--- config.mk ---
export PLATFORM = sky130hd
export DESIGN_NAME = dis_regs
export DESIGN_NICKNAME = d
export VERILOG_FILES = /design/src/dis_pkg.sv /design/src/dis_regs.sv /design/src/dis_cmd_decode.sv
export VERILOG_INCLUDE_DIRS = /design/src
export SDC_FILE = /design/constraint.sdc
export NUM_CORES = 1
export LEC_CHECK = 0
export BUFFER_PORTS_ARGS = -buffer_cell sky130_fd_sc_hd__buf_2
export CAP_MARGIN = 20
export CORE_MARGIN = 2
export CORE_UTILIZATION = 30
export CTS_BUF_LIST = sky130_fd_sc_hd__clkbuf_16
export CTS_CLUSTER_SIZE = 16
export DETAILED_ROUTE_END_ITERATION = 7
export PLACE_DENSITY_LB_ADDON = 0.15
export REMOVE_ABC_BUFFERS = 1
export SYNTH_ARGS = -nofsm -noshare
export SYNTH_HDL_FRONTEND = slang
export SYNTH_HIERARCHICAL = 1
export SYNTH_SLANG_ARGS = --single-unit
--- constraint.sdc ---
create_clock -name ref_clk_i -period 1.59 [get_ports ref_clk_i]
set_input_delay 0.0795 -clock ref_clk_i [delete_from_list [all_inputs] [get_ports ref_clk_i]]
set_output_delay 0.0795 -clock ref_clk_i [all_outputs]
set_load 0.03 [all_outputs]
--- src/dis_cfg.svh ---
// Purpose: Constants for the identity and status register bank
// Assumes: Included by its bare name after the package
// Notes: Command codes are the read, lock and auto-restart inhibit command bytes of the serial port
`ifndef DIS_CFG_SVH
`define DIS_CFG_SVH

`define DIS_CMD_RD_REV 8'h01
`define DIS_CMD_RD_ID 8'h02
`define DIS_CMD_RD_STAT1 8'h03
`define DIS_CMD_SET_CFG_LOCK 8'h10
`define DIS_CMD_CLEAR_CONFIG_LOCK_CMD 8'h11
`define DIS_CMD_SET_CTRL_LOCK 8'h12
`define DIS_CMD_CLEAR_CONTROL_LOCK_CMD 8'h13
`define DIS_CMD_SET_AUTO_INH 8'h14
`define DIS_CMD_CLR_AUTO_INH 8'h15
`define DIS_DATA_55 8'h55
`define DIS_DATA_AA 8'haa
`define DIS_STATE_MSB 7
`define DIS_STATE_LSB 5
`define DIS_DELAY_SEL_BIT 4
`define DIS_AUTO_INH_BIT 3
`define DIS_CFG_LOCK_BIT 2
`define DIS_SELFTEST_LOCK_BIT 1
`define DIS_CTRL_LOCK_BIT 0
`define DIS_LONG_DELAY_MS 32
`define DIS_SHORT_DELAY_MS 2
`define DIS_CLK_KHZ 100000
`define DIS_LONG_DELAY_CYC (`DIS_LONG_DELAY_MS * `DIS_CLK_KHZ)
`define DIS_SHORT_DELAY_CYC (`DIS_SHORT_DELAY_MS * `DIS_CLK_KHZ)

`endif

--- src/dis_pkg.sv ---
// Purpose: Types for the identity and status register bank
// Assumes: Nothing
// Notes: State codes are the operating state field encodings
package dis_pkg;
    typedef enum logic [2:0] {
        DIS_ST_RESET = 3'h0,
        DIS_ST_DIAG = 3'h1,
        DIS_ST_ACTIVE = 3'h2,
        DIS_ST_SAFE = 3'h4
    } dis_state_type;

    typedef enum logic [1:0] {
        DIS_SEL_NONE = 2'h0,
        DIS_SEL_REV = 2'h1,
        DIS_SEL_ID = 2'h3,
        DIS_SEL_STAT = 2'h2
    } dis_sel_type;
endpackage

--- src/dis_regs.sv ---
// Purpose: Identity and status register bank read over the command port
// Assumes: Commands arrive already deserialised, synchronous to ref_clk_i
// Notes: Off state is modelled by holding arst_n_i low
//
// Behaviour
// - Status bits 7:5 report operating state code
// - Reset state answers every command with zeros
// - Identity bit 4 selects long or short delay
// - Registers reset by power-on; revision and identity read-only by command
// - Revision register holds fixed major and minor
// - Off state loses all register contents
// - Config lock set/clear by commands and events
// - Control lock set/clear in diag, active, safe
// - Auto-restart inhibit set/clear, set on overvoltage
`timescale 1ns/1ns
`default_nettype none
`include "dis_cfg.svh"
module dis_regs #(
    parameter logic [3:0] MAJOR_REVISION_FIELD = 4'h5,
    parameter logic [3:0] MINOR_REVISION_FIELD = 4'h7,
    parameter int LONG_DELAY_CYC = `DIS_LONG_DELAY_CYC,
    parameter int SHORT_DELAY_CYC = `DIS_SHORT_DELAY_CYC
) (
    input wire logic ref_clk_i,
    input wire logic arst_n_i,
    input wire logic cmd_valid_i,
    input wire logic [7:0] cmd_i,
    input wire logic [7:0] data_i,
    input wire dis_pkg::dis_state_type op_state_i,
    input wire logic delay_sel_i,
    input wire logic selftest_done_i,
    input wire logic regulator_ov_i,
    output logic rsp_valid_o,
    output logic [7:0] rsp_data_o,
    output logic [7:0] status_o,
    output logic [31:0] reset_ext_cycles_o
);
    import dis_pkg::*;

    // ----------------------------------------------------------------
    // Decode
    // ----------------------------------------------------------------
    dis_sel_type rd_sel;
    logic set_cfg, clr_cfg, set_ctrl, clr_ctrl, set_inh, clr_inh;

    dis_cmd_decode u_dec (
        .cmd_valid_i(cmd_valid_i),
        .cmd_i(cmd_i),
        .data_i(data_i),
        .rd_sel_o(rd_sel),
        .set_cfg_o(set_cfg),
        .clr_cfg_o(clr_cfg),
        .set_ctrl_o(set_ctrl),
        .clr_ctrl_o(clr_ctrl),
        .set_inh_o(set_inh),
        .clr_inh_o(clr_inh)
    );

    // ----------------------------------------------------------------
    // State tracking
    // ----------------------------------------------------------------
    // Lock bits: 0 control lock, 1 self-test control lock, 2 config lock
    localparam int LOCK_COUNT = 3;

    dis_state_type state_reg;
    logic delay_sel_reg;
    logic [LOCK_COUNT-1:0] lock_reg;
    wire logic [LOCK_COUNT-1:0] lock_next;
    wire logic [LOCK_COUNT-1:0] lock_set_evt;
    wire logic [LOCK_COUNT-1:0] lock_clr_evt;
    logic inh_reg, inh_next;
    logic strap_taken_reg;

    wire logic in_diag = (state_reg == DIS_ST_DIAG);
    wire logic in_run = in_diag || (state_reg == DIS_ST_ACTIVE) || (state_reg == DIS_ST_SAFE);
    wire logic leave_diag = in_diag && (op_state_i != DIS_ST_DIAG);
    wire logic leave_run = in_run && (op_state_i != state_reg);
    wire logic in_reset = (op_state_i == DIS_ST_RESET);

    // Set wins over clear so a lock event is never lost
    function automatic logic set_wins(input logic cur_val, input logic set_in, input logic clr_in);
        set_wins = set_in ? 1'b1 : (clr_in ? 1'b0 : cur_val);
    endfunction

    // ----------------------------------------------------------------
    // Lock and inhibit events
    // ----------------------------------------------------------------
    // Conditions use the registered state: a command is judged by the
    // state it arrived in, even when the state moves on in that cycle
    assign lock_set_evt[0] = (set_ctrl && in_run) || leave_diag || selftest_done_i;
    assign lock_clr_evt[0] = clr_ctrl && in_run;
    assign lock_set_evt[1] = (set_ctrl && in_run) || leave_run || selftest_done_i;
    assign lock_clr_evt[1] = clr_ctrl && in_run;
    assign lock_set_evt[2] = (set_cfg && in_diag) || leave_diag || selftest_done_i;
    assign lock_clr_evt[2] = clr_cfg && in_diag;

    // A disabled port must not move the inhibit latch; overvoltage still sets it
    wire logic inh_set_evt = (set_inh && !in_reset) || regulator_ov_i;
    wire logic inh_clr_evt = clr_inh && !in_reset;

    genvar lock_idx;
    generate
        for (lock_idx = 0; lock_idx < LOCK_COUNT; lock_idx++) begin : g_lock
            assign lock_next[lock_idx] = set_wins(lock_reg[lock_idx], lock_set_evt[lock_idx],
                                                  lock_clr_evt[lock_idx]);
        end
    endgenerate
    assign inh_next = set_wins(inh_reg, inh_set_evt, inh_clr_evt);

    // ----------------------------------------------------------------
    // State and lock registers
    // ----------------------------------------------------------------
    // Power-on reset defines every bit; off state is this reset held
    always_ff @(posedge ref_clk_i or negedge arst_n_i) begin
        if (!arst_n_i) begin
            state_reg <= DIS_ST_RESET;
        end else begin
            state_reg <= op_state_i;
        end
    end

    always_ff @(posedge ref_clk_i or negedge arst_n_i) begin
        if (!arst_n_i) begin
            lock_reg <= {LOCK_COUNT{1'b1}};
            inh_reg <= 1'b0;
        end else begin
            lock_reg <= lock_next;
            inh_reg <= inh_next;
        end
    end

    // Strap caught on the first clock after release, not in reset
    // Read once per power-on: a strap moved later is not seen
    always_ff @(posedge ref_clk_i or negedge arst_n_i) begin
        if (!arst_n_i) begin
            strap_taken_reg <= 1'b0;
            delay_sel_reg <= 1'b0;
        end else if (!strap_taken_reg) begin
            strap_taken_reg <= 1'b1;
            delay_sel_reg <= delay_sel_i;
        end
    end

    // ----------------------------------------------------------------
    // Register images and read response
    // ----------------------------------------------------------------
    wire logic [7:0] rev_img = {MAJOR_REVISION_FIELD, MINOR_REVISION_FIELD};
    wire logic [7:0] id_img = {3'h0, delay_sel_reg, 4'h0};
    wire logic [7:0] stat_img = {state_reg, 1'b0, inh_reg, lock_reg};

    // Only read commands select data; write codes fall to zero
    logic [7:0] rsp_next;
    always_comb begin
        case (rd_sel)
            DIS_SEL_REV: rsp_next = rev_img;
            DIS_SEL_ID: rsp_next = id_img;
            DIS_SEL_STAT: rsp_next = stat_img;
            default: rsp_next = 8'h00;
        endcase
        if (in_reset) begin
            rsp_next = 8'h00;
        end
    end

    // ----------------------------------------------------------------
    // Output registers
    // ----------------------------------------------------------------
    wire logic [31:0] delay_cycles = delay_sel_reg ? 32'(SHORT_DELAY_CYC) : 32'(LONG_DELAY_CYC);

    always_ff @(posedge ref_clk_i or negedge arst_n_i) begin
        if (!arst_n_i) begin
            rsp_valid_o <= 1'b0;
            rsp_data_o <= 8'h00;
        end else begin
            rsp_valid_o <= cmd_valid_i;
            rsp_data_o <= rsp_next;
        end
    end

    // Status trails the image by one cycle, like the response path
    always_ff @(posedge ref_clk_i or negedge arst_n_i) begin
        if (!arst_n_i) begin
            status_o <= 8'h07;
            reset_ext_cycles_o <= 32'h0;
        end else begin
            status_o <= stat_img;
            reset_ext_cycles_o <= delay_cycles;
        end
    end
endmodule
`default_nettype wire

--- src/dis_cmd_decode.sv ---
// Purpose: Decodes one command byte and data byte into strobes
// Assumes: Command and data valid together for one cycle
// Notes: Pure combinational decode
`timescale 1ns/1ns
`default_nettype none
`include "dis_cfg.svh"
module dis_cmd_decode (
    input wire logic cmd_valid_i,
    input wire logic [7:0] cmd_i,
    input wire logic [7:0] data_i,
    output dis_pkg::dis_sel_type rd_sel_o,
    output logic set_cfg_o,
    output logic clr_cfg_o,
    output logic set_ctrl_o,
    output logic clr_ctrl_o,
    output logic set_inh_o,
    output logic clr_inh_o
);
    import dis_pkg::*;

    function automatic logic hit(input logic [7:0] c, input logic [7:0] code, input logic [7:0] d,
                                 input logic [7:0] want);
        hit = (c == code) && (d == want);
    endfunction

    assign rd_sel_o = !cmd_valid_i ? DIS_SEL_NONE :
                      (cmd_i == `DIS_CMD_RD_REV) ? DIS_SEL_REV :
                      (cmd_i == `DIS_CMD_RD_ID) ? DIS_SEL_ID :
                      (cmd_i == `DIS_CMD_RD_STAT1) ? DIS_SEL_STAT : DIS_SEL_NONE;
    assign set_cfg_o = cmd_valid_i && hit(cmd_i, `DIS_CMD_SET_CFG_LOCK, data_i, `DIS_DATA_55);
    assign clr_cfg_o = cmd_valid_i && hit(cmd_i, `DIS_CMD_CLEAR_CONFIG_LOCK_CMD, data_i, `DIS_DATA_AA);
    assign set_ctrl_o = cmd_valid_i && hit(cmd_i, `DIS_CMD_SET_CTRL_LOCK, data_i, `DIS_DATA_55);
    assign clr_ctrl_o = cmd_valid_i && hit(cmd_i, `DIS_CMD_CLEAR_CONTROL_LOCK_CMD, data_i, `DIS_DATA_AA);
    assign set_inh_o = cmd_valid_i && hit(cmd_i, `DIS_CMD_SET_AUTO_INH, data_i, `DIS_DATA_AA);
    assign clr_inh_o = cmd_valid_i && hit(cmd_i, `DIS_CMD_CLR_AUTO_INH, data_i, `DIS_DATA_55);
endmodule
`default_nettype wire

## Yosys cells after proc, flatten, opt, wreduce, memory -nomap -nowiden

Index checks and enable logic that the tools add are counted.

- Reductions and logical operators: 35
- Equal/unequal tests: 19
- Mux-type cells: 14

Operators by type and width:

| cell | count |
|---|---|
| 8-bit by 5-bit equality test with 1-bit output (second input constant) | 6 |
| 8-bit one-hot mux with 3 select lines | 1 |
| 22-bit 2-to-1 mux | 1 |
| 1-bit logical AND | 20 |
| 8-bit by 2-bit equality test with 1-bit output (second input constant) | 2 |
| 1-bit logical OR | 9 |
| 8-bit by 1-bit equality test with 1-bit output (second input constant) | 1 |
| 8-bit by 7-bit equality test with 1-bit output (second input constant) | 1 |
| 8-bit equality test (second input constant) | 1 |
| 2-bit 2-to-1 mux | 4 |
| 8-bit 2-to-1 mux | 1 |
| 2-bit nonzero test | 4 |
| 1-bit 2-to-1 mux | 7 |
| 2-bit equality test (second input constant) | 2 |
| 3-bit by 1-bit equality test with 1-bit output (second input constant) | 1 |
| 3-bit by 2-bit equality test with 1-bit output (second input constant) | 1 |
| 3-bit equality test (second input constant) | 1 |
| 3-bit zero test | 1 |
| 3-bit by 1-bit inequality test with 1-bit output (second input constant) | 1 |
| 3-bit inequality test | 1 |
| 2-bit by 1-bit equality test with 1-bit output (second input constant) | 1 |
| 1-bit zero test | 1 |

- Output and inout bits: 49
- Register bits: 47
- Bits of input ports: 25
- Word-level logic and storage cells: 79

## Depth between registers and ports, before layout

- Word-level depth: 8
- Depth in mapped cells: 6

## Modules after synthesis

The synthesis kept the hierarchy.

By module, submodules not included:

| module | cells each | times used | sequential area each (um2) | area an instance (um2) |
|---|---|---|---|---|
| dis_regs | 108 | 1 | 683.2 | 1252.5 |
| dis_cmd_decode | 26 | 1 | 0.0 | 177.7 |

## Worst setup path before layout

No wires, ideal clock.

- Path kind: input to register
- Start point: input port data_i[4]
- End point: register lock_reg[1]
- Data required time: 1.489 ns
- Library setup time: 0.101 ns
- Setup slack: 0.127 ns
- Arrival: 1.362 ns
- Path buffers: 0
- Stages: 6
- Cell sequence: nor4bb_1 nand3_1 nor2_1 or4bb_1 o311ai_0 o2111ai_1

- Elaborated cells on any way between the ends: 12

RTL lines:

| item | line | text |
|---|---|---|
| start: declaration | dis_regs.sv:28 | `input wire logic [7:0] data_i,` |
| 8-bit equality test | dis_cmd_decode.sv:23 | `hit = (c == code) && (d == want);` |
| 1-bit logical AND | dis_cmd_decode.sv:23 |  |
| 1-bit logical AND | dis_cmd_decode.sv:33 | `` assign clr_ctrl_o = cmd_valid_i && hit(cmd_i, `DIS_CMD_CLEAR_CONTROL_LOCK_CMD, data_i, `DIS_DATA_AA); `` |
| named net clr_ctrl | dis_regs.sv:44 | `logic set_cfg, clr_cfg, set_ctrl, clr_ctrl, set_inh, clr_inh;` |
| 1-bit logical AND | dis_regs.sv:93 | `assign lock_clr_evt[1] = clr_ctrl && in_run;` |
| 2-bit nonzero test (no source line) | -- |  |
| end signal: assignment | dis_regs.sv:124 | `lock_reg <= {LOCK_COUNT{1'b1}};` |
| end signal: assignment | dis_regs.sv:127 | `lock_reg <= lock_next;` |
| end: declaration | dis_regs.sv:67 | `logic [LOCK_COUNT-1:0] lock_reg;` |

The timed path passes the listed nets, and every way through them passes these cells.
A chain may end at the register's enable or synchronous reset.

## Final worst setup path

- Start point: register state_reg[1]
- End point: register lock_reg[1]

- Cells in the longest elaborated chain, start to end: 7
- Elaborated cells on any way between the ends: 13

Ends and longest elaborated chain:

| item | line | text |
|---|---|---|
| start: declaration | dis_regs.sv:65 | `dis_state_type state_reg;` |
| start signal: assignment | dis_regs.sv:118 | `state_reg <= op_state_i;` |
| 3-bit by 1-bit equality test with 1-bit output or 3-bit by 2-bit equality test with 1-bit output (tied branches) | dis_regs.sv:74, dis_regs.sv:75 |  |
| 1-bit logical OR (2 in a row) | dis_regs.sv:75 | `wire logic in_run = in_diag \|\| (state_reg == DIS_ST_ACTIVE) \|\| (state_reg == DIS_ST_SAFE);` |
| 1-bit logical AND (on tied branches) | dis_regs.sv:92, dis_regs.sv:77 |  |
| 1-bit logical OR (2 in a row) | dis_regs.sv:92 | `assign lock_set_evt[1] = (set_ctrl && in_run) \|\| leave_run \|\| selftest_done_i;` |
| 1-bit 2-to-1 mux or 2-bit nonzero test (tied branches) | -- |  |

Parallel ways exist; a longest one is shown, timed or not.

==> results <==
- The leftover overflow at the end of global routing is 0.
- Along the worst path, the maximum fanout reaches 8.
- The number of antenna repair diodes is 0.
- The netlist area before placement is 1430 um^2.
- The data arrival at the endpoint of the critical path is 1.66 ns.
- The first routing iteration left 50 violations.
- The clock root buffer master is clkbuf_16.
- The critical path startpoint is state_reg[1].
- The number of placement rows is 25.
- Across the run, the number of max-cap violations was 0.
- The leakage power is 0.8448 nW.
- Wires add up to 2.775 mm.
- STA puts the critical path data required time at 1.75 ns.
- The overall die area is 5336 um^2.
- The final net count is 216.
- The class of the most critical setup path is flop to flop.
- The final count of hold timing violations is 0.
- The CTS H-tree depth is 1.
- The proportion of power drawn by flip-flops and latches is 46.4%.
- Cells with a size suffix above 1 make up 41.58% of the layout.
- The clock slew at the register clock pins of the worst setup and hold paths is 0.06 ns.
- The count of cells along the worst hold path is 1.
- Between clock sinks in the finished design, the worst skew comes to 0.003370 ns.
- Relative to the synthesized area, the layout overhead comes to 24.58%.
- The biggest area contributor in the post-synthesis netlist is dfrtp_1.
- The total global-route track usage is 10.63%.
- Synthesis inferred 27 register bits.
- In the routed design, unresolved DRC markers number 0.
- In the synthesized netlist, the number of instances is 134.
- The maximum count of clock buffers along a single path is 2.
- Derived from the worst setup path, the maximum achievable clock frequency is 665.6 MHz.
- The sink count of the clock tree is 27.
- The net switching share of the total power is 27.55%.
- The first global-routing pass estimated 4.485 mm of wire.
- The final core area utilization is 38.23%.
- In this run the power density over the cells is 874.2 nW/um^2.
- The endpoint identified for the worst register-to-register timing path is lock_reg[1].
- Measured against its own limit, the worst slew margin works out to 62.36%.
- The number of setup buffers added after CTS is 0.
- In this run the biggest area consumer among cell types represents 36.75% of the synthesized area.
- Setup repair after global routing left no endpoint under its margin.
- The die outline width is 73.05 um.
- After synthesis, the mean cell area works out to 10.67 um^2.
- The clock buffer count from CTS is 3.
- Prior to clock tree synthesis, the placed netlist has a worst setup slack of -0.1547 ns.
- The flow ran to the end, and the final reports show no timing, DRC or antenna violations.
- The critical path ends at lock_reg[1].
- The critical path capture point type is a flop.
- For the final routed database, the setup TNS stands at 0 ns.
- The number of different library cells in the post-synthesis netlist is 40.
- The average wire per standard cell is 11.37 um.
- The register with the most flip-flops in the layout has 8 of them.
- The final weighted congestion of routability-driven global placement is 0.7602.
- VDD sags by at most 0.5055 mV.
- The flop-to-flop setup slack is 0.09 ns.
- The clock period minus worst slack is 1.502 ns.
- Using the TritonRoute via totals, the vias-per-cell ratio works out to 4.475.
- The share of total power dissipated in combinational logic is 19.0%.
- The number of slew-limit violations in the final report came to 0.
- The sequential fraction of the synthesis area is 47.77%.
- Pin placement for this block handled 74 I/O pins.
- The total area inside the core boundary comes to 4661 um^2.
- By area the synthesized netlist is led by dfrtp_1 (37%), buf_4 (16%), dfstp_2 (11%).
- The clock network accounts for 34.6% of the total power.
- The path class of the tightest hold or removal check is primary input to flop.
- The chip height is 73.05 um.
- Yosys printed 6 warnings.
- The count of input and output buffers is 51.
- Setup slack closes at 0.08751 ns.
- The cell-internal power is 1.129 mW.
- Counting flops with a built-in enable in the synthesized netlist gives 0.
- The pin count of the biggest net entering global routing is 28.
- The register with the most flip-flops in the final layout is rsp_data_o.
- The starting density of the core is 30.68%.
- The CTS tree is done.
- The net switching component of the power is 429.1 uW.
- The vias after detailed routing is 1092.
- The clock reaches the later pin of the worst-skew pair after 0.25 ns.
- The final critical path takes up 94.50% of the cycle.
- In this run the critical register-to-register path is launched from state_reg[1].
- The remaining antenna violation count is 0.
- The number of cells on the worst reg-to-reg path is 4.
- For this run, the detailed router's first-pass iteration total came to 6.
- The async set-reset flop share out of synthesis is 100.0%.
- The number of global-route vias before repair is 1033.
- The setup-violating endpoint count in the final report is 0.
- At the pin with the least slew margin, the transition time is 0.5603 ns.
- The half-perimeter wire length of the detailed placement result is 2.280 mm.
- The number of antenna violations at the first check in global routing is 0.
- The largest registers in the layout are rsp_data_o (8), status_o (7).
- The worst setup path is launched from a flop.
- In the synthesized netlist the dominant register cell turns out to be dfrtp_1.
cell usage in the layout (no fill, tap or decap), drive strengths merged, types with 2 or more instances in the layout:
master | netlist | routed
a21oi | 6 | 6
a221o | 2 | 2
and3 | 3 | 3
buf | 33 | 60
clkbuf | 0 | 3
conb | 2 | 23
dfrtp | 21 | 21
dfstp | 6 | 6
dlygate4sd3 | 0 | 4
inv | 4 | 5
nand2 | 12 | 12
nand3 | 3 | 3
nand3b | 2 | 2
nor2 | 4 | 4
nor3 | 5 | 5
nor3b | 2 | 2
nor4bb | 6 | 6
or3b | 2 | 2
xor2 | 2 | 2
synthesized netlist by cell type, types with 2 or more instances:
library cell and number:
a21oi_1 6, a221o_1 2, and3_1 2, buf_4 31
conb_1 2, dfrtp_1 21, dfstp_2 6, inv_1 4
nand2_1 12, nand3_1 3, nand3b_1 2, nor2_1 4
nor3_1 4, nor3b_2 2, nor4bb_1 6, or3b_1 2
xor2_1 2
worst max-delay path, cell delays in order (launching register included):
cell and delay [ns]:
dfrtp_1 0.46, buf_4 0.19, or4bb_1 0.48, o311ai_0 0.12, o2111ai_1 0.16
worst min path at each step:
stage / to / start
finish: state_reg[0] / op_state_i[0]
global route: state_reg[0] / op_state_i[0]
CTS: state_reg[0] / op_state_i[0]
detailed placement: rsp_data_o[4] / arst_n_i
global placement: rsp_data_o[2] / arst_n_i
floorplan: delay_sel_reg / arst_n_i
logic make-up after synthesis:
group | share of synthesized area (%)
multiplexers | 0.7873
AND/OR/NAND/NOR | 22.22
XOR/XNOR | 1.838
AO/OA/AOI/OAI | 8.400
buffers and inverters | 18.46
flip-flops | 47.77
other | 0.5251
area by class of cell:
cell class              instances  area (um^2)
repair buffers                 64        362.8
clock buffers                   3        75.07
well taps                      54        67.56
inverters                       4        15.01
fillers                       475         2879
flip-flops and latches         27        683.2
clock inverters                 1        3.754
multi-input cells              91        574.3
metrics by stage:
stage	std cells	instance area [um^2]	hold slack (ns)	power [mW]
detailed placement	236	1650	0.1189	1.022
floorplan	122	1260	-0.2161	0.9120
global placement	236	1650	0.1114	1.018
global route	244	1782	0.01013	1.631
finish	244	1782	0.004022	1.558
CTS	244	1769	0.007120	1.572
repair_timing:
| item | CTS | global route |
|---|---|---|
| hold buffers | 4 | 0 |
| setup endpoints to repair | 0 | 1 |
| gates resized for setup | 0 | 2 |
| hold endpoints to repair | 24 | 0 |
per-layer routing:
metal	part of all wire (%)	GRT usage [%]	vias to the layer above
li1	-	-	525
met5	0	0	-
met1	41	12.31	506
met3	7.2	1.796	6
met2	50	19.02	55
met4	2.0	4.733	0
power groups by stage:
stage / logic (mW) / registers (mW) / clock network [mW]
4_1_cts: 0.295 / 0.722 / 0.555
3_3_place_gp: 0.285 / 0.733 / 0
3_5_place_dp: 0.287 / 0.735 / 0
2_1_floorplan: 0.108 / 0.804 / 0
5_1_grt: 0.319 / 0.725 / 0.587
6_report: 0.296 / 0.722 / 0.540
Note: power is estimated with default switching activity, not from simulation.
